[config.mk]
export PLATFORM = sky130hd
export DESIGN_NAME = frm_monitor
export DESIGN_NICKNAME = d
export VERILOG_FILES = /design/src/inc/frm_pkg.sv /design/src/core/frm_monitor.sv /design/src/core/frm_sar.sv
export VERILOG_INCLUDE_DIRS = /design/src /design/src/inc
export SDC_FILE = /design/constraint.sdc
export NUM_CORES = 1
export LEC_CHECK = 0
export BUFFER_PORTS_ARGS = -buffer_cell sky130_fd_sc_hd__buf_2
export CAP_MARGIN = 20
export CORE_ASPECT_RATIO = 1.75
export CORE_MARGIN = 10
export CORE_UTILIZATION = 55
export CTS_CLUSTER_DIAMETER = 50
export DETAILED_ROUTE_END_ITERATION = 7
export GPL_ROUTABILITY_DRIVEN = 0
export PLACE_DENSITY = 0.81
export SYNTH_ARGS = -nofsm -noshare
export SYNTH_HDL_FRONTEND = slang
export SYNTH_SLANG_ARGS = --single-unit
[constraint.sdc]
create_clock -name i_clk_sys -period 7.68 [get_ports i_clk_sys]
set_input_delay 0.768 -clock i_clk_sys [delete_from_list [all_inputs] [get_ports i_clk_sys]]
set_output_delay 0.768 -clock i_clk_sys [all_outputs]
set_load 0.01 [all_outputs]
[src/inc/frm_regs.svh]
// register offsets, field positions, reset values and timing figures of the fast level monitor
`ifndef FRM_REGS_SVH
`define FRM_REGS_SVH
// register offsets
`define FRM_OFS_FAST 8'h00
`define FRM_OFS_PHASE 8'h0c
`define FRM_OFS_TINT 8'h0e
`define FRM_OFS_TEXT 8'h0f
`define FRM_OFS_CTRL 8'h10
`define FRM_OFS_RMSOS 8'h13
`define FRM_OFS_MODE 8'h18
`define FRM_OFS_TCTL 8'h1b
`define FRM_OFS_TGAIN 8'h1c
`define FRM_OFS_TOFS 8'h1d
// reset values
`define FRM_RST_CTRL 16'hffff
`define FRM_RST_MODE 16'h0000
`define FRM_RST_TCTL 16'h07ff
// fast_level_control fields
`define FRM_CTRL_FULL 15
`define FRM_CTRL_THR_HI 14
`define FRM_FAST_CMP_HI 23
`define FRM_FAST_CMP_LO 9
// user_mode_select fields
`define FRM_MODE_HPF 0
`define FRM_MODE_60HZ 9
`define FRM_MODE_PULSE_EN 11
`define FRM_MODE_PIN_ALARM 12
// temperature_control fields
`define FRM_TCTL_OFF 15
`define FRM_TCTL_LEAK 14
`define FRM_TCTL_SRC_HI 13
`define FRM_TCTL_SRC_LO 12
`define FRM_TCTL_IVL_HI 11
`define FRM_TCTL_IVL_LO 10
`define FRM_TCTL_THR_HI 9
// timing figures
`define FRM_CLK_MHZ 20
`define FRM_FS_MHZ 1
`define FRM_HALF50_US 10000
`define FRM_HALF60_US 8333
`define FRM_RESP50_MS 40
`define FRM_RESP60_MS 33
`define FRM_ZX_DLY_US 570
`define FRM_TIVL_BASE_MS 50
`define FRM_SAR_CYC 11
`endif

[src/inc/frm_pkg.sv]
// types shared by the fast level monitor files
`default_nettype none
package frm_pkg;
  typedef struct packed {
    logic wr;
    logic rd;
    logic [7:0] addr;
    logic [23:0] wdata;
  } frm_req_t;
  typedef struct packed {
    logic vld;
    logic [19:0] cur;
    logic [19:0] volt;
  } frm_wave_t;
  typedef enum logic {TS_IDLE, TS_CONV} frm_tseq_t;
  typedef enum logic {SAR_IDLE, SAR_CONV} frm_sar_t;
endpackage
`default_nettype wire

[src/core/frm_monitor.sv]
// fast current level alarm, phase angle, zero cross and temperature monitor
`include "frm_regs.svh"
`default_nettype none
module frm_monitor #(
  parameter int P_HALF50_CYC = `FRM_HALF50_US * `FRM_CLK_MHZ,
  parameter int P_HALF60_CYC = `FRM_HALF60_US * `FRM_CLK_MHZ,
  parameter int P_ZX_CYC = `FRM_ZX_DLY_US * `FRM_CLK_MHZ,
  parameter int P_TIVL_CYC = `FRM_TIVL_BASE_MS * 1000 * `FRM_CLK_MHZ
) (
  // clock and reset
  input wire logic i_clk_sys,
  input wire logic i_arst_n,
  // register access from the serial frame engine
  input wire frm_pkg::frm_req_t i_reg,
  output logic [23:0] o_reg_rdata,
  output logic o_reg_rvalid,
  // waveform samples and energy pulses
  input wire frm_pkg::frm_wave_t i_wave,
  input wire logic i_energy_pulse,
  // pins
  output logic o_energy_pulse_pin,
  output logic o_zero_cross_output,
  // temperature converter
  input wire logic i_sar_cmp,
  output logic o_sar_sel,
  output logic [9:0] o_sar_dac
);
  import frm_pkg::*;
  localparam int TICK_DIV = `FRM_CLK_MHZ / `FRM_FS_MHZ;
  localparam int P_RESP50_CYC = `FRM_RESP50_MS * 1000 * `FRM_CLK_MHZ;
  localparam int P_RESP60_CYC = `FRM_RESP60_MS * 1000 * `FRM_CLK_MHZ;

  // software registers
  logic [15:0] ctrl_ff;
  logic [15:0] mode_ff;
  logic [15:0] tctl_ff;
  logic [7:0] rmsos_ff;
  logic [7:0] tgain_ff;
  logic [7:0] tofs_ff;
  logic [23:0] rdata_ff;
  logic rvalid_ff;
  logic [23:0] nxt_rdata;
  // fast level path
  logic [23:0] lp_ff;
  logic [31:0] acc_ff;
  logic [23:0] win_cnt_ff;
  logic [23:0] fast_ff;
  logic leak_ff;
  logic [23:0] half_len;
  logic [23:0] win_len;
  logic win_end;
  logic [23:0] x24;
  logic [23:0] hp_diff;
  logic [23:0] filtered_current_waveform;
  logic [23:0] mag;
  logic [23:0] nxt_fast;
  // phase and zero cross
  logic [4:0] tick_cnt_ff;
  logic tick_ff;
  logic vsign_ff;
  logic csign_ff;
  logic [15:0] ang_cnt_ff;
  logic [15:0] phase_ff;
  logic [15:0] zx_cnt_ff;
  logic zx_pend_ff;
  logic zx_ff;
  logic volt_zc;
  logic cur_zc;
  // temperature
  frm_tseq_t tseq_ff;
  logic [23:0] ivl_cnt_ff;
  logic [23:0] ivl_len;
  logic ivl_fire;
  logic alt_ff;
  logic sar_start_ff;
  logic sar_sel_ff;
  logic [9:0] tint_ff;
  logic [9:0] text_ff;
  logic tmp_alarm_ff;
  logic pin_ff;
  logic sar_done;
  logic sar_busy;
  logic [9:0] sar_code;

  // level from the sum; a full cycle sum is halved so both windows share one scale
  function automatic logic [23:0] fast_of(input logic [31:0] acc, input logic full);
    logic [31:0] s;
    s = full ? (acc >> 1) : acc;
    return (|s[31:24]) ? 24'hffffff : s[23:0];
  endfunction

  // register writes; read only offsets silently ignore writes
  always_ff @(posedge i_clk_sys or negedge i_arst_n) begin
    if (!i_arst_n) begin
      ctrl_ff <= `FRM_RST_CTRL;
      mode_ff <= `FRM_RST_MODE;
      tctl_ff <= `FRM_RST_TCTL;
      rmsos_ff <= 8'h00;
      tgain_ff <= 8'h00;
      tofs_ff <= 8'h00;
    end else if (i_reg.wr) begin
      case (i_reg.addr)
        `FRM_OFS_CTRL: ctrl_ff <= i_reg.wdata[15:0];
        `FRM_OFS_MODE: mode_ff <= i_reg.wdata[15:0];
        `FRM_OFS_TCTL: tctl_ff <= i_reg.wdata[15:0];
        `FRM_OFS_RMSOS: rmsos_ff <= i_reg.wdata[7:0];
        `FRM_OFS_TGAIN: tgain_ff <= i_reg.wdata[7:0];
        `FRM_OFS_TOFS: tofs_ff <= i_reg.wdata[7:0];
        default: ;
      endcase
    end
  end

  // read mux, narrow registers padded with zeros to three bytes
  always_comb begin
    case (i_reg.addr)
      `FRM_OFS_FAST: nxt_rdata = fast_ff;
      `FRM_OFS_PHASE: nxt_rdata = {8'h00, phase_ff};
      `FRM_OFS_TINT: nxt_rdata = {14'h0, tint_ff};
      `FRM_OFS_TEXT: nxt_rdata = {14'h0, text_ff};
      `FRM_OFS_CTRL: nxt_rdata = {8'h00, ctrl_ff};
      `FRM_OFS_RMSOS: nxt_rdata = {16'h0000, rmsos_ff};
      `FRM_OFS_MODE: nxt_rdata = {8'h00, mode_ff};
      `FRM_OFS_TCTL: nxt_rdata = {8'h00, tctl_ff};
      `FRM_OFS_TGAIN: nxt_rdata = {16'h0000, tgain_ff};
      `FRM_OFS_TOFS: nxt_rdata = {16'h0000, tofs_ff};
      default: nxt_rdata = 24'h000000;
    endcase
  end

  // read answer one cycle after the request, held until the next read
  always_ff @(posedge i_clk_sys or negedge i_arst_n) begin
    if (!i_arst_n) begin
      rdata_ff <= 24'h000000;
      rvalid_ff <= 1'b0;
    end else begin
      rvalid_ff <= i_reg.rd;
      if (i_reg.rd) begin
        rdata_ff <= nxt_rdata;
      end
    end
  end

  // source selection, filter and magnitude
  always_comb begin
    x24 = {{4{i_wave.cur[19]}}, i_wave.cur};
    hp_diff = 24'(x24 - lp_ff);
    filtered_current_waveform = mode_ff[`FRM_MODE_HPF] ? hp_diff : x24;
    mag = filtered_current_waveform[23] ? 24'(-filtered_current_waveform) : filtered_current_waveform;
    half_len = mode_ff[`FRM_MODE_60HZ] ? 24'(P_HALF60_CYC) : 24'(P_HALF50_CYC);
    win_len = ctrl_ff[`FRM_CTRL_FULL] ? {half_len[22:0], 1'b0} : half_len;
    win_end = (win_cnt_ff >= 24'(win_len - 24'h000001));
    nxt_fast = fast_of(acc_ff, ctrl_ff[`FRM_CTRL_FULL]);
  end

  // filter tracks the dc part with a slow leaky average
  always_ff @(posedge i_clk_sys or negedge i_arst_n) begin
    if (!i_arst_n) begin
      lp_ff <= 24'h000000;
    end else if (i_wave.vld) begin
      lp_ff <= 24'(lp_ff + {{8{hp_diff[23]}}, hp_diff[23:8]});
    end
  end

  // window counter and absolute sum; the window runs on time, not on crossings
  always_ff @(posedge i_clk_sys or negedge i_arst_n) begin
    if (!i_arst_n) begin
      win_cnt_ff <= 24'h000000;
      acc_ff <= 32'h00000000;
    end else if (win_end) begin
      win_cnt_ff <= 24'h000000;
      acc_ff <= i_wave.vld ? {8'h00, mag} : 32'h00000000;
    end else begin
      win_cnt_ff <= 24'(win_cnt_ff + 24'h000001);
      if (i_wave.vld) begin
        acc_ff <= 32'(acc_ff + {8'h00, mag});
      end
    end
  end

  // refresh and compare only at window end, so the alarm lags by at most two windows
  always_ff @(posedge i_clk_sys or negedge i_arst_n) begin
    if (!i_arst_n) begin
      fast_ff <= 24'h000000;
      leak_ff <= 1'b0;
    end else if (win_end) begin
      fast_ff <= nxt_fast;
      leak_ff <= (nxt_fast[`FRM_FAST_CMP_HI:`FRM_FAST_CMP_LO] >= ctrl_ff[`FRM_CTRL_THR_HI:0]);
    end
  end

  // sampling rate tick for the phase count
  always_ff @(posedge i_clk_sys or negedge i_arst_n) begin
    if (!i_arst_n) begin
      tick_cnt_ff <= 5'h00;
      tick_ff <= 1'b0;
    end else begin
      tick_ff <= (tick_cnt_ff == 5'(TICK_DIV - 1));
      tick_cnt_ff <= (tick_cnt_ff == 5'(TICK_DIV - 1)) ? 5'h00 : 5'(tick_cnt_ff + 5'h01);
    end
  end

  // positive crossings: sign goes from negative to non negative
  assign volt_zc = i_wave.vld && vsign_ff && !i_wave.volt[19];
  assign cur_zc = i_wave.vld && csign_ff && !i_wave.cur[19];

  // phase count restarts at voltage crossing, saturates rather than wraps
  always_ff @(posedge i_clk_sys or negedge i_arst_n) begin
    if (!i_arst_n) begin
      vsign_ff <= 1'b0;
      csign_ff <= 1'b0;
      ang_cnt_ff <= 16'h0000;
      phase_ff <= 16'h0000;
    end else begin
      if (i_wave.vld) begin
        vsign_ff <= i_wave.volt[19];
        csign_ff <= i_wave.cur[19];
      end
      if (volt_zc) begin
        ang_cnt_ff <= 16'h0000;
      end else if (tick_ff && ang_cnt_ff != 16'hffff) begin
        ang_cnt_ff <= 16'(ang_cnt_ff + 16'h0001);
      end
      if (cur_zc) begin
        phase_ff <= ang_cnt_ff;
      end
    end
  end

  // zero cross pin follows the voltage sign after a fixed delay
  always_ff @(posedge i_clk_sys or negedge i_arst_n) begin
    if (!i_arst_n) begin
      zx_cnt_ff <= 16'h0000;
      zx_pend_ff <= 1'b0;
      zx_ff <= 1'b0;
    end else begin
      if (i_wave.vld && (i_wave.volt[19] != vsign_ff)) begin
        zx_cnt_ff <= 16'(P_ZX_CYC);
        zx_pend_ff <= i_wave.volt[19];
      end else if (zx_cnt_ff != 16'h0000) begin
        zx_cnt_ff <= 16'(zx_cnt_ff - 16'h0001);
      end
      if (zx_cnt_ff == 16'h0001) begin
        zx_ff <= zx_pend_ff;
      end
    end
  end

  // measurement interval doubles per step of the interval field
  always_comb begin
    ivl_len = 24'(P_TIVL_CYC) << tctl_ff[`FRM_TCTL_IVL_HI:`FRM_TCTL_IVL_LO];
    ivl_fire = !tctl_ff[`FRM_TCTL_OFF] && (ivl_cnt_ff >= 24'(ivl_len - 24'h000001));
  end

  // interval timer, held at zero while measurement is off
  always_ff @(posedge i_clk_sys or negedge i_arst_n) begin
    if (!i_arst_n) begin
      ivl_cnt_ff <= 24'h000000;
    end else if (tctl_ff[`FRM_TCTL_OFF] || ivl_fire) begin
      ivl_cnt_ff <= 24'h000000;
    end else begin
      ivl_cnt_ff <= 24'(ivl_cnt_ff + 24'h000001);
    end
  end

  // conversion sequencer; automatic mode alternates internal and external
  always_ff @(posedge i_clk_sys or negedge i_arst_n) begin
    if (!i_arst_n) begin
      tseq_ff <= TS_IDLE;
      alt_ff <= 1'b0;
      sar_start_ff <= 1'b0;
      sar_sel_ff <= 1'b0;
      tint_ff <= 10'h000;
      text_ff <= 10'h000;
    end else begin
      sar_start_ff <= 1'b0;
      case (tseq_ff)
        TS_IDLE: begin
          if (ivl_fire && !sar_busy) begin
            sar_start_ff <= 1'b1;
            sar_sel_ff <= (tctl_ff[`FRM_TCTL_SRC_HI:`FRM_TCTL_SRC_LO] == 2'h3) ||
                          (!tctl_ff[`FRM_TCTL_SRC_HI] && alt_ff);
            tseq_ff <= TS_CONV;
          end
        end
        TS_CONV: begin
          if (sar_done) begin
            if (sar_sel_ff) begin
              text_ff <= sar_code;
            end else begin
              tint_ff <= sar_code;
            end
            alt_ff <= !alt_ff;
            tseq_ff <= TS_IDLE;
          end
        end
        default: tseq_ff <= TS_IDLE;
      endcase
    end
  end

  // temperature alarm and pulse pin routing
  always_ff @(posedge i_clk_sys or negedge i_arst_n) begin
    if (!i_arst_n) begin
      tmp_alarm_ff <= 1'b0;
      pin_ff <= 1'b0;
    end else begin
      tmp_alarm_ff <= !tctl_ff[`FRM_TCTL_OFF] && (text_ff >= tctl_ff[`FRM_TCTL_THR_HI:0]);
      if (mode_ff[`FRM_MODE_PIN_ALARM]) begin
        pin_ff <= tctl_ff[`FRM_TCTL_LEAK] ? leak_ff : tmp_alarm_ff;
      end else begin
        pin_ff <= i_energy_pulse && mode_ff[`FRM_MODE_PULSE_EN];
      end
    end
  end

  // shared converter
  frm_sar u_sar (
    .i_clk_sys(i_clk_sys),
    .i_arst_n(i_arst_n),
    .i_start(sar_start_ff),
    .i_cmp(i_sar_cmp),
    .o_dac(o_sar_dac),
    .o_code(sar_code),
    .o_busy(sar_busy),
    .o_done(sar_done)
  );

  assign o_reg_rdata = rdata_ff;
  assign o_reg_rvalid = rvalid_ff;
  assign o_energy_pulse_pin = pin_ff;
  assign o_zero_cross_output = zx_ff;
  assign o_sar_sel = sar_sel_ff;
endmodule
`default_nettype wire

[src/core/frm_sar.sv]
// ten bit successive approximation sequencer for the temperature inputs
`include "frm_regs.svh"
`default_nettype none
module frm_sar (
  // clock and reset
  input wire logic i_clk_sys,
  input wire logic i_arst_n,
  // control
  input wire logic i_start,
  input wire logic i_cmp,
  // results
  output logic [9:0] o_dac,
  output logic [9:0] o_code,
  output logic o_busy,
  output logic o_done
);
  import frm_pkg::*;
  frm_sar_t state_ff;
  logic [3:0] idx_ff;
  logic [9:0] dac_ff;
  logic [9:0] code_ff;
  logic done_ff;
  logic [9:0] nxt_kept;

  // comparator high means input at or above trial, so the trial bit stays
  always_comb begin
    nxt_kept = i_cmp ? dac_ff : (dac_ff & ~(10'h001 << idx_ff));
  end

  // one bit per clock, msb first; comparator assumed settled within a cycle
  always_ff @(posedge i_clk_sys or negedge i_arst_n) begin
    if (!i_arst_n) begin
      state_ff <= SAR_IDLE;
      idx_ff <= 4'h0;
      dac_ff <= 10'h000;
      code_ff <= 10'h000;
      done_ff <= 1'b0;
    end else begin
      done_ff <= 1'b0;
      case (state_ff)
        SAR_IDLE: begin
          if (i_start) begin
            state_ff <= SAR_CONV;
            idx_ff <= 4'h9;
            dac_ff <= 10'h200;
          end
        end
        SAR_CONV: begin
          if (idx_ff == 4'h0) begin
            code_ff <= nxt_kept;
            done_ff <= 1'b1;
            dac_ff <= nxt_kept;
            state_ff <= SAR_IDLE;
          end else begin
            idx_ff <= 4'(idx_ff - 4'h1);
            dac_ff <= nxt_kept | (10'h001 << 4'(idx_ff - 4'h1));
          end
        end
        default: state_ff <= SAR_IDLE;
      endcase
    end
  end

  assign o_dac = dac_ff;
  assign o_code = code_ff;
  assign o_busy = (state_ff == SAR_CONV);
  assign o_done = done_ff;
endmodule
`default_nettype wire

; ---- Yosys cells after proc, flatten, opt, wreduce, memory -nomap -nowiden
; Index checks and enable logic that the tools add are counted.
[word_totals]
ff_bits = 336
output_inout_bits = 38
elab_cells = 150
in_bits = 79
[classes]
n_mux = 35
reduce_logical = 38
magnitude_cmp = 4
n_addsub = 12
n_eq_ne = 16
shift = 3
bitwise_logic = 6
[op_table]
columns = cell, n
row1 = case mux 24 bit (10 select lines), 1
row2 = two-way mux 24 bit, 6
row3 = two-way mux 32 bit, 3
row4 = two-way mux 16 bit, 4
row5 = "adder 24 x 1 -> 24 bit, second input constant", 2
row6 = "== test 8 x 5 -> 1 bit, second input constant", 6
row7 = >= comparator 24 bit, 2
row8 = adder 32 x 24 -> 32 bit, 1
row9 = two-way mux 10 bit, 3
row10 = adder 24 bit, 1
row11 = "== test 8 x 4 -> 1 bit, second input constant", 3
row12 = negator 24 bit, 1
row13 = "<< shifter 20 x 2 -> 24 bit, first input constant", 1
row14 = "subtractor 24 x 1 -> 24 bit, second input constant", 1
row15 = subtractor 24 bit, 1
row16 = case mux 10 bit (2 select lines), 1
row17 = AND reduction 2 bit, 10
row18 = "<< shifter 1 x 4 -> 10 bit, first input constant", 2
row19 = "subtractor 19 x 1 -> 20 bit, second input constant", 1
row20 = two-way mux 19 bit, 1
row21 = two-way mux 17 bit, 1
row22 = "adder 16 x 1 -> 16 bit, second input constant", 1
row23 = "== test 16 x 1 -> 1 bit, second input constant", 1
row24 = "inequality test 16 bit, second input constant", 1
row25 = other kinds (27), 59

; ---- Logic depth before layout (Yosys ltp)
; Gate-level depths: netlist of the first run.
[depth]
ltp_word = 7
mapped_depth = 26
ltp_nobuf = 25

; ---- Cells and area by module
; From an unflattened synthesis of the first run, not the netlist that was laid out.
[unflattened]
hier_cells = 2166
hier_area_um2 = 20926.3
[by_module_without_submodules]
columns = module, n_inst, seq_area_each_um2, cells_per_inst, area_each_um2
row1 = frm_monitor, 1, 7791.2, 2027, 19661.4
row2 = frm_sar, 1, 650.6, 139, 1265.0

; ---- Least setup slack after synthesis of the first run
; No wires, ideal clock.
[synth_timing]
kind = in2reg
startpoint = input i_wave[32] (netlist bit)
endpoint = register acc_ff[18]
t_required_ns = 7.554
setup_time_ns = 0.126
n_path_buf = 2
path_stages = 23
arrival_time_ns = 6.054
path_slack_ns = 1.500
path_cell_list = ha_1 -> buf_4 -> a21oi_2 -> o21ai_1 -> a221o_1 -> a2111oi_4 -> nor3_1 -> nor3_4 -> inv_2 -> a21oi_1 -> buf_4 -> a21oi_1 -> fa_1 -> a21o_1 -> a21o_1 -> a2111oi_0 -> o211ai_1 -> and3_1 -> a21oi_1 -> nor2_1 -> a2111oi_0 -> nor4_1 -> a221o_1
[synth_between]
elab_chain_len = 7
elab_cells_between_ends = 8
cone_classes = add/sub: 3 / mux: 5
[synth_lines]
columns = item, line_no
row1 = "start, declared", frm_monitor.sv:18  ; input wire frm_pkg::frm_wave_t i_wave,
row2 = subtractor 24 bit, frm_monitor.sv:147  ; hp_diff = 24'(x24 - lp_ff);
row3 = two-way mux 24 bit *, frm_monitor.sv:148  ; filtered_current_waveform = mode_ff[`FRM_MODE_HPF] ? hp_diff : x24;
row4 = negator 24 bit, frm_monitor.sv:149  ; mag = filtered_current_waveform[23] ? 24'(-filtered_current_waveform) : filtered_current_waveform;
row5 = two-way mux 24 bit *, frm_monitor.sv:149
row6 = adder 32 x 24 -> 32 bit, frm_monitor.sv:176  ; acc_ff <= 32'(acc_ff + {8'h00, mag});
row7 = two-way mux 32 bit, frm_monitor.sv:175  ; if (i_wave.vld) begin
row8 = two-way mux 32 bit *, frm_monitor.sv:170  ; end else if (win_end) begin
row9 = "end signal, assigned", frm_monitor.sv:172  ; acc_ff <= i_wave.vld ? {8'h00, mag} : 32'h00000000;
row10 = "end signal, assigned", frm_monitor.sv:176
row11 = "end, declared", frm_monitor.sv:45  ; logic [31:0] acc_ff;
; Every way passes the cells marked *; elsewhere a longest branch is shown, timed or not. The select of a mux whose other input is x is not followed.
; A chain may end at the register's enable or synchronous reset.

; ---- Worst setup path after layout of the first run
[layout_timing]
startpoint = register lp_ff[12]
endpoint = register acc_ff[18]
[layout_between]
elab_chain_len = 7
elab_cells_between_ends = 8
cone_classes = add/sub: 3 / mux: 5
[layout_lines]
columns = item, line_no
row1 = "start, declared", frm_monitor.sv:44  ; logic [23:0] lp_ff;
row2 = "start signal, assigned", frm_monitor.sv:161  ; lp_ff <= 24'(lp_ff + {{8{hp_diff[23]}}, hp_diff[23:8]});
row3 = subtractor 24 bit *, frm_monitor.sv:147
row4 = two-way mux 24 bit *, frm_monitor.sv:148
row5 = negator 24 bit, frm_monitor.sv:149
row6 = two-way mux 24 bit *, frm_monitor.sv:149
row7 = adder 32 x 24 -> 32 bit, frm_monitor.sv:176
row8 = two-way mux 32 bit, frm_monitor.sv:175
row9 = two-way mux 32 bit *, frm_monitor.sv:170
; Marks and branches as above.

==> flow_results.xml, run 1 <==
<?xml version="1.0" encoding="UTF-8"?>
<metrics>
  <group name="hold_path">
    <metric name="worstHoldPathType" unit="">input pin to asynchronous set/reset pin</metric>
  </group>
  <group name="global_routing">
    <metric name="groute.layer.met1.usage" unit="">0.2353</metric>
    <metric name="grt_met2_use" unit="">0.4270</metric>
    <metric name="antenna_found_initial" unit="">1</metric>
    <metric name="use_met3" unit="">0.03657</metric>
    <metric name="pin_count_of_the_biggest_net_entering_global_routing" unit="">119</metric>
    <metric name="grt_busiest_layer" unit="">met2</metric>
    <metric name="grt.overflow.total" unit="">0</metric>
    <metric name="global_route.usage.total" unit="">0.2302</metric>
    <metric name="grt_first_pass_wirelength" unit="mm">90.28</metric>
    <metric name="first_global_vias" unit="">17940</metric>
  </group>
  <group name="floorplan">
    <metric name="core.rowCount" unit="">94</metric>
    <metric name="dieHeight" unit="µm">278.8</metric>
    <metric name="floorplan.initialDensity" unit="">0.5578</metric>
    <metric name="core-area" unit="µm²">37750</metric>
    <metric name="dieArea" unit="µm²">46820</metric>
    <metric name="boundaryPins" unit="">117</metric>
    <metric name="dieWidth" unit="µm">167.9</metric>
  </group>
  <group name="synthesis">
    <metric name="ys_ff_latch" unit="">336</metric>
    <metric name="syn_area" unit="µm²">21060</metric>
    <metric name="netlist_top_cells_count" unit="">sky130_fd_sc_hd__dfrtp_1, sky130_fd_sc_hd__nor2_1, sky130_fd_sc_hd__ha_1, sky130_fd_sc_hd__nand2_1, sky130_fd_sc_hd__mux2_2</metric>
    <metric name="synth_cell_types" unit="">88</metric>
    <metric name="synth_edf_count" unit="">0</metric>
    <metric name="dominantRegCellSynth" unit="">sky130_fd_sc_hd__dfrtp_1</metric>
    <metric name="synth_largest_type_area_fraction" unit="">0.3672</metric>
    <metric name="yosys_warnings" unit="">0</metric>
    <metric name="asyncSetResetFlopFracSynth" unit="">1.000</metric>
    <metric name="post-synth-top-count-cell" unit="">sky130_fd_sc_hd__dfrtp_1</metric>
    <metric name="synth.largest_area_cell" unit="">sky130_fd_sc_hd__dfrtp_1</metric>
    <metric name="synth.area.top_cells" unit="">sky130_fd_sc_hd__dfrtp_1, sky130_fd_sc_hd__ha_1, sky130_fd_sc_hd__mux2_2, sky130_fd_sc_hd__nor2_1, sky130_fd_sc_hd__dfstp_2</metric>
    <metric name="yosysSeqAreaShare" unit="">0.4009</metric>
    <metric name="avgSynthCellArea" unit="µm²">9.615</metric>
    <metric name="synthCells" unit="">2190</metric>
  </group>
  <group name="drt">
    <metric name="first_pass_iteration_count_of_the_detailed_router" unit="">6</metric>
    <metric name="avgRoutedWirePerCell" unit="µm">20.09</metric>
    <metric name="drt_drc_violations_left" unit="">0</metric>
    <metric name="route.antenna.remaining_nets" unit="">0</metric>
    <metric name="vias_per_cell" unit="">6.289</metric>
    <metric name="vias" unit="">17410</metric>
    <metric name="detail_route.iter0.violations" unit="">1371</metric>
    <metric name="wirelength" unit="mm">55.64</metric>
  </group>
  <group name="critical_path">
    <metric name="delay_of_the_slowest_critical_path_stage" unit="ps">740</metric>
    <metric name="required" unit="ps">8090</metric>
    <metric name="critical_path_arrival" unit="ps">7390</metric>
    <metric name="cpMostUsedCell" unit="">sky130_fd_sc_hd__a21oi_1</metric>
    <metric name="crit_type" unit="">flip-flop to flip-flop</metric>
    <metric name="critPathLaunchType" unit="">flip-flop</metric>
    <metric name="worst_path_max_delay_cell" unit="">sky130_fd_sc_hd__a2111oi_0</metric>
    <metric name="end_kind" unit="">flip-flop</metric>
    <metric name="crit_chain" unit="">inv_1, ha_1, a21oi_2, o21ai_1, a221o_1, a2111oi_4, nor3_1, nor3_4, inv_2, a21oi_1, a21oi_1, fa_1, a21o_1, a21o_1, a2111oi_0, o211ai_1, and3_1, a21oi_1, nor2_1, a2111oi_0, nor4_1, a221o_1</metric>
    <metric name="critPathLaunch" unit="">lp_ff[12]</metric>
    <metric name="r2r-start" unit="">lp_ff[12]</metric>
    <metric name="crit_path_max_fanout" unit="">10</metric>
    <metric name="regToRegSetupSlack" unit="ps">700</metric>
  </group>
  <group name="timing">
    <metric name="timing.clock.skew" unit="ps">27.10</metric>
    <metric name="finalSetupTns" unit="ps">0</metric>
    <metric name="worst_slack" unit="ps">702.8</metric>
    <metric name="maxSlewViolCount" unit="">0</metric>
    <metric name="fmaxAchievable" unit="MHz">143.3</metric>
    <metric name="setup_violations" unit="">0</metric>
    <metric name="hold_ws" unit="ps">264.6</metric>
    <metric name="worst_pin_slew" unit="ps">993.1</metric>
    <metric name="timing.max_slew.rel_slack" unit="">0.3355</metric>
    <metric name="time_the_final_worst_path_needs_with_i_o_delays_and_setup" unit="ps">6977</metric>
    <metric name="setup_repair_after_global_routing_missed_its_margin" unit="">false</metric>
    <metric name="hold_violations" unit="">0</metric>
    <metric name="min_period_over_period" unit="">0.9085</metric>
  </group>
  <group name="layout">
    <metric name="stdcell_area" unit="µm²">23190</metric>
    <metric name="fin_nets" unit="">2506</metric>
    <metric name="post_route_cells_drive_above_1_share" unit="">0.1512</metric>
    <metric name="area_growth" unit="%">10.12</metric>
    <metric name="layout_fillers" unit="">3009</metric>
  </group>
  <group name="pwr">
    <metric name="cellInternalPower" unit="µW">4572</metric>
    <metric name="vdd.ir_drop.worst" unit="V">0.0002934</metric>
    <metric name="netSwitchingFraction" unit="">0.4108</metric>
    <metric name="leakagePower" unit="µW">0.01070</metric>
    <metric name="total_switching_power" unit="µW">3188</metric>
    <metric name="clockPowerShare" unit="">0.225</metric>
    <metric name="seqPwrFrac" unit="">0.283</metric>
    <metric name="power_per_cell_area" unit="nW/µm²">334.6</metric>
    <metric name="fraction_of_power_consumed_by_combinational_cells" unit="">0.492</metric>
  </group>
  <group name="clocking">
    <metric name="insertion_delay" unit="ps">540</metric>
    <metric name="clock_tree.root_cell" unit="">sky130_fd_sc_hd__clkbuf_16</metric>
    <metric name="cts.repair.resized" unit="">0</metric>
    <metric name="max-clock-path-buffers" unit="">3</metric>
    <metric name="postCtsSetupBuffers" unit="">0</metric>
    <metric name="number_of_hold_repair_buffers_added_at_the_cts_stage" unit="">0</metric>
    <metric name="htree_levels" unit="">2</metric>
    <metric name="cts.sinks" unit="">336</metric>
    <metric name="clkSlewWorstSetupHoldPaths" unit="ps">70</metric>
    <metric name="cts_made_buffers" unit="">35</metric>
    <metric name="clock_tree_from_tritoncts" unit="">built</metric>
  </group>
  <group name="placement">
    <metric name="detailedPlace.worstSlack" unit="ps">615.3</metric>
    <metric name="dpl.hpwl" unit="mm">41.26</metric>
    <metric name="dpl-instance-area" unit="µm²">22010</metric>
    <metric name="portBuffers" unit="">89</metric>
  </group>
  <group name="run_status">
    <metric name="run_status" unit="">completed</metric>
  </group>
  <group name="run">
    <metric name="maxCapViolCount" unit="">0</metric>
  </group>
</metrics>
==> path summary, 6_finish.rpt <==
path	end	cells past startpoint
max in group asynchronous	tick_cnt_ff[2]	2
hold reg to reg	tick_cnt_ff[0]	1
setup reg to reg	acc_ff[18]	22
hold / removal	ivl_cnt_ff[15]	1
min in group i_clk_sys	tick_cnt_ff[0]	1
setup / recovery	acc_ff[18]	22
==> critical path: cells and delay by family, from the launching register on <==
kind                       cells  cell delay, ps
DFF                            1             440
adders and majority gates      2             870
and+or+nand+nor                5             930
AOI/OAI and AO/OA             13            4290
buffers and inverters          2             330
==> logic make-up (layout without fill, tap and decap cells) <==
family	after synthesis	in the layout	share of synthesized area
AO/OA/AOI/OAI	507	507	0.1632
XOR/XNOR	151	151	0.06280
adder cells (fa/ha/maj)	166	166	0.09958
buffers and inverters	188	284	0.03434
flip-flops	336	336	0.4009
multiplexers	162	162	0.08431
other	1	4	0.0001781
AND/OR/NAND/NOR	679	679	0.1547
==> state kept, by name, indices dropped and copies added (netlist names), 4 cells and up <==
| register | cells |
|---|---|
| acc_ff | 32 |
| fast_ff | 24 |
| ivl_cnt_ff | 24 |
| lp_ff | 24 |
| o_reg_rdata | 24 |
| win_cnt_ff | 24 |
| ang_cnt_ff | 16 |
| ctrl_ff | 16 |
| mode_ff | 16 |
| phase_ff | 16 |
| tctl_ff | 16 |
| zx_cnt_ff | 16 |
| text_ff | 10 |
| tint_ff | 10 |
| u_sar.o_code | 10 |
| u_sar.o_dac | 10 |
| rmsos_ff | 8 |
| tgain_ff | 8 |
| tofs_ff | 8 |
| tick_cnt_ff | 5 |
| u_sar.idx_ff | 4 |
==> layout make-up <==
class                      count  area [µm²]  area share
clock buffer                  45       974.7     0.04203
multi-input combinational   1668       11940      0.5149
clock inverter                18       198.9    0.008579
antenna                        1       2.502   0.0001079
inverter                     110       412.9     0.01781
sequential                   336        8442      0.3641
timing repair buffer         111       618.1     0.02666
tap                          480       600.6     0.02590
==> layer usage <==
layer / vias to the layer above / part of all wire
met3: 193 / 0.053
li1: 8046 / -
met2: 591 / 0.53
met1: 8584 / 0.36
met5: - / 0
met4: 0 / 0.060
==> through the flow <==
stage               total power, µW    util  instances
global placement               5761  0.5829       2704
detailed placement             5942  0.5829       2704
global route                   8285  0.6142       2769
floorplan                      5081       -       2192
CTS                            7719  0.6140       2767
finish                         7760  0.6142       2769
==> placed cells by master, fill, tap and decap left out, types with 9 or more instances in the layout <==
cell and instances:
sky130_fd_sc_hd__xnor2_1 77, sky130_fd_sc_hd__buf_2 89, sky130_fd_sc_hd__or3_1 12, sky130_fd_sc_hd__ha_1 162, sky130_fd_sc_hd__o22ai_1 9, sky130_fd_sc_hd__dfstp_2 27, sky130_fd_sc_hd__dfrtp_1 309, sky130_fd_sc_hd__nand2_1 154
sky130_fd_sc_hd__inv_1 109, sky130_fd_sc_hd__nand3_1 75, sky130_fd_sc_hd__o21a_1 22, sky130_fd_sc_hd__o21ai_0 95, sky130_fd_sc_hd__a221oi_1 12, sky130_fd_sc_hd__a31oi_1 56, sky130_fd_sc_hd__buf_4 21, sky130_fd_sc_hd__and2_1 19
sky130_fd_sc_hd__a211oi_1 12, sky130_fd_sc_hd__mux2i_1 41, sky130_fd_sc_hd__nor2_1 227, sky130_fd_sc_hd__clkbuf_16 36, sky130_fd_sc_hd__a221o_1 9, sky130_fd_sc_hd__nand2b_1 25, sky130_fd_sc_hd__nor2b_1 16, sky130_fd_sc_hd__o31ai_1 12
sky130_fd_sc_hd__nand4_1 32, sky130_fd_sc_hd__xor2_1 74, sky130_fd_sc_hd__a21oi_1 102, sky130_fd_sc_hd__nor3_1 34, sky130_fd_sc_hd__a21o_1 48, sky130_fd_sc_hd__and3_1 33, sky130_fd_sc_hd__mux2_2 120, sky130_fd_sc_hd__a22oi_1 33
==> power groups by stage <==
stage / clock [µW] / sequential [µW] / combinational [µW]
after detailed placement: 0 / 2220 / 3720
final: 1750 / 2200 / 3810
after global placement: 0 / 2210 / 3550
after floorplan: 0 / 2160 / 2920
after CTS: 1770 / 2190 / 3760
after global routing: 1830 / 2220 / 4230
(Power assumes the default switching activity.)
==> run 2, diff against run 1 <==
Settings changed: SYNTH_HIERARCHICAL from default to 1.
==> run 2 against run 1 <==
Critical endpoint is now acc_ff[24]. Register-to-register slack improved by 710 ps. First-iteration DRC count decreased by 3.7%. Largest cell class unchanged. Sequential share of layout area increased by 0.12 points. Worst setup slack improved by 710 ps. Critical path depth increased by 3. Non-clock buffer count decreased by 4. Largest power group unchanged. Synthesized cell count decreased by 1.1%. Clock skew increased by 6.8 ps. Power increased by 0.14%. Sequential cell count unchanged.
==> flow_results.xml, run 2 <==
<?xml version="1.0" encoding="UTF-8"?>
<metrics>
  <group name="run_status">
    <metric name="run_status" unit="">completed</metric>
  </group>
  <group name="critical_path">
    <metric name="critPathLaunchType" unit="">flip-flop</metric>
    <metric name="regToRegSetupSlack" unit="ps">1410</metric>
    <metric name="r2r.worst_path.cells" unit="">25</metric>
    <metric name="crit_type" unit="">flip-flop to flip-flop</metric>
    <metric name="critPathBufInv" unit="">1</metric>
    <metric name="crit_path_max_fanout" unit="">14</metric>
    <metric name="worstReg2RegEnd" unit="">acc_ff[24]</metric>
    <metric name="delay_of_the_slowest_critical_path_stage" unit="ps">610</metric>
    <metric name="worst_path_max_delay_cell" unit="">sky130_fd_sc_hd__or4b_2</metric>
    <metric name="required" unit="ps">8050</metric>
    <metric name="crit_family" unit="">compound AO/OA/AOI/OAI gates</metric>
    <metric name="critical_path_arrival" unit="ps">6640</metric>
    <metric name="r2r-start" unit="">lp_ff[4]</metric>
    <metric name="end_kind" unit="">flip-flop</metric>
  </group>
  <group name="clocking">
    <metric name="number_of_hold_repair_buffers_added_at_the_cts_stage" unit="">0</metric>
    <metric name="insertion_delay" unit="ps">540</metric>
    <metric name="postCtsSetupBuffers" unit="">0</metric>
    <metric name="htree_levels" unit="">2</metric>
    <metric name="max-clock-path-buffers" unit="">3</metric>
    <metric name="clkSlewWorstSetupHoldPaths" unit="ps">70</metric>
    <metric name="clock_tree.root_cell" unit="">sky130_fd_sc_hd__clkbuf_16</metric>
    <metric name="cts_made_buffers" unit="">34</metric>
    <metric name="clock_tree_from_tritoncts" unit="">built</metric>
    <metric name="cts.repair.resized" unit="">0</metric>
    <metric name="cts.sinks" unit="">336</metric>
  </group>
  <group name="timing">
    <metric name="maxSlewViolCount" unit="">0</metric>
    <metric name="timing.clock.skew" unit="ps">33.86</metric>
    <metric name="hold_violations" unit="">0</metric>
    <metric name="setup_repair_after_global_routing_missed_its_margin" unit="">false</metric>
    <metric name="min_period_over_period" unit="">0.8162</metric>
    <metric name="finalSetupTns" unit="ps">0</metric>
    <metric name="timing.max_slew.rel_slack" unit="">0.2867</metric>
    <metric name="setup_violations" unit="">0</metric>
    <metric name="worst_pin_slew" unit="ps">1066</metric>
    <metric name="time_the_final_worst_path_needs_with_i_o_delays_and_setup" unit="ps">6268</metric>
    <metric name="fmaxAchievable" unit="MHz">159.5</metric>
  </group>
  <group name="synthesis">
    <metric name="synth_largest_type_area_fraction" unit="">0.3695</metric>
    <metric name="synth_cell_types" unit="">99</metric>
    <metric name="post-synth-top-count-cell" unit="">sky130_fd_sc_hd__dfrtp_1</metric>
    <metric name="avgSynthCellArea" unit="µm²">9.661</metric>
    <metric name="asyncSetResetFlopFracSynth" unit="">1.000</metric>
    <metric name="synth_edf_count" unit="">0</metric>
    <metric name="ys_ff_latch" unit="">336</metric>
    <metric name="netlist_top_cells_count" unit="">sky130_fd_sc_hd__dfrtp_1, sky130_fd_sc_hd__nor2_1, sky130_fd_sc_hd__ha_1, sky130_fd_sc_hd__nand2_1, sky130_fd_sc_hd__mux2_2</metric>
    <metric name="yosysSeqAreaShare" unit="">0.4034</metric>
    <metric name="yosys_warnings" unit="">6</metric>
    <metric name="dominantRegCellSynth" unit="">sky130_fd_sc_hd__dfrtp_1</metric>
    <metric name="synth.area.top_cells" unit="">sky130_fd_sc_hd__dfrtp_1, sky130_fd_sc_hd__ha_1, sky130_fd_sc_hd__mux2_2, sky130_fd_sc_hd__nor2_1, sky130_fd_sc_hd__dfstp_2</metric>
    <metric name="syn_area" unit="µm²">20930</metric>
    <metric name="synth.largest_area_cell" unit="">sky130_fd_sc_hd__dfrtp_1</metric>
    <metric name="synthCells" unit="">2166</metric>
  </group>
  <group name="drt">
    <metric name="vias_per_cell" unit="">6.228</metric>
    <metric name="first_pass_iteration_count_of_the_detailed_router" unit="">7</metric>
    <metric name="avgRoutedWirePerCell" unit="µm">19.54</metric>
    <metric name="vias" unit="">17070</metric>
    <metric name="route.antenna.remaining_nets" unit="">0</metric>
    <metric name="wirelength" unit="mm">53.55</metric>
    <metric name="drt_drc_violations_left" unit="">0</metric>
    <metric name="detail_route.iter0.violations" unit="">1320</metric>
  </group>
  <group name="floorplan">
    <metric name="dieWidth" unit="µm">167.5</metric>
    <metric name="core.rowCount" unit="">94</metric>
    <metric name="boundaryPins" unit="">117</metric>
    <metric name="core-area" unit="µm²">37640</metric>
    <metric name="dieHeight" unit="µm">278.0</metric>
    <metric name="floorplan.initialDensity" unit="">0.5560</metric>
    <metric name="dieArea" unit="µm²">46560</metric>
  </group>
  <group name="pwr">
    <metric name="leakagePower" unit="µW">0.01057</metric>
    <metric name="vdd.ir_drop.worst" unit="V">0.0002792</metric>
    <metric name="power_per_cell_area" unit="nW/µm²">336.2</metric>
  </group>
  <group name="global_routing">
    <metric name="pin_count_of_the_biggest_net_entering_global_routing" unit="">150</metric>
    <metric name="global_route.usage.total" unit="">0.2225</metric>
    <metric name="antenna_found_initial" unit="">3</metric>
    <metric name="grt_first_pass_wirelength" unit="mm">87.29</metric>
    <metric name="first_global_vias" unit="">17470</metric>
    <metric name="grt.overflow.total" unit="">0</metric>
  </group>
  <group name="placement">
    <metric name="dpl.hpwl" unit="mm">39.24</metric>
    <metric name="dp.cells" unit="">2677</metric>
    <metric name="portBuffers" unit="">89</metric>
  </group>
  <group name="layout">
    <metric name="most_frequent_cells_in_the_layout" unit="">sky130_fd_sc_hd__dfrtp_1, sky130_fd_sc_hd__nor2_1, sky130_fd_sc_hd__ha_1</metric>
    <metric name="largest_register_ff_count" unit="">32</metric>
    <metric name="final_common_cell" unit="">sky130_fd_sc_hd__dfrtp_1</metric>
    <metric name="area_growth" unit="%">10.44</metric>
    <metric name="fin_nets" unit="">2479</metric>
    <metric name="post_route_cells_drive_above_1_share" unit="">0.1585</metric>
    <metric name="layout.cells.non_filler" unit="">2740</metric>
    <metric name="max_flop_register" unit="">acc_ff</metric>
  </group>
  <group name="hold_path">
    <metric name="worstHoldPathType" unit="">input pin to asynchronous set/reset pin</metric>
  </group>
  <group name="run">
    <metric name="maxCapViolCount" unit="">0</metric>
  </group>
</metrics>
-- run 2: cell type report --
class | count | area [µm²]
fill | 3001 | 14530
timing repair buffer | 107 | 610.6
tap | 480 | 600.6
clock inverter | 17 | 275.3
sequential | 336 | 8442
inverter | 114 | 427.9
clock buffer | 42 | 942.2
antenna | 2 | 5.005
multi-input combinational | 1642 | 11810
-- run 2: logic make-up (layout without fill, tap and decap cells) --
kind of cell    count (synthesis)  count (layout)  share of synthesized area
compound gates                493             493                     0.1607
xor+xnor                      152             152                    0.06398
fa+ha+maj                     167             167                     0.1007
buf+inv                       191             280                    0.03450
flops                         336             336                     0.4034
mux                           164             164                    0.08580
other cells                     1               6                  0.0001792
simple gates                  662             662                     0.1507
-- run 2: worst max path at each step --
| stage | cells after the start | slack [ps] | from | end |
|---|---|---|---|---|
| finish | 25 | 1410 | lp_ff[4] | acc_ff[24] |
| global route | 25 | 1020 | lp_ff[4] | acc_ff[23] |
| CTS | 25 | 1530 | lp_ff[6] | acc_ff[23] |
| detailed placement | 25 | 1050 | i_wave[26] | acc_ff[27] |
| global placement | 25 | 1160 | i_wave[26] | acc_ff[31] |
| floorplan | 23 | 1960 | i_wave[26] | acc_ff[18] |
-- run 2: metal layers --
metal | track usage | vias to the layer above | share of wire
met5 | 0 | - | 0
met4 | 0.1399 | 0 | 0.062
met3 | 0.03105 | 192 | 0.045
met2 | 0.4059 | 524 | 0.52
met1 | 0.2344 | 8446 | 0.37
li1 | - | 7904 | -
-- run 2: through the flow --
step | power (µW) | utilization | setup WS, ps | hold WS [ps] | instance area, µm²
floorplan | 5051 | - | 1964 | 432.9 | 20940
global placement | 5699 | 0.5808 | 1161 | 444.2 | 21860
detailed placement | 5873 | 0.5811 | 1048 | 451.6 | 21870
CTS | 7741 | 0.6134 | 1529 | 338.8 | 23090
global route | 8303 | 0.6141 | 1017 | 378.6 | 23110
finish | 7770 | 0.6141 | 1412 | 307.5 | 23110
-- run 2: power breakdown --
part | switching, µW | total (µW) | leakage, µW | internal, µW
registers | 196 | 2190 | 0.00417 | 1990
logic | 2200 | 3760 | 0.00580 | 1560
clock network | 735 | 1820 | 0.000595 | 1080
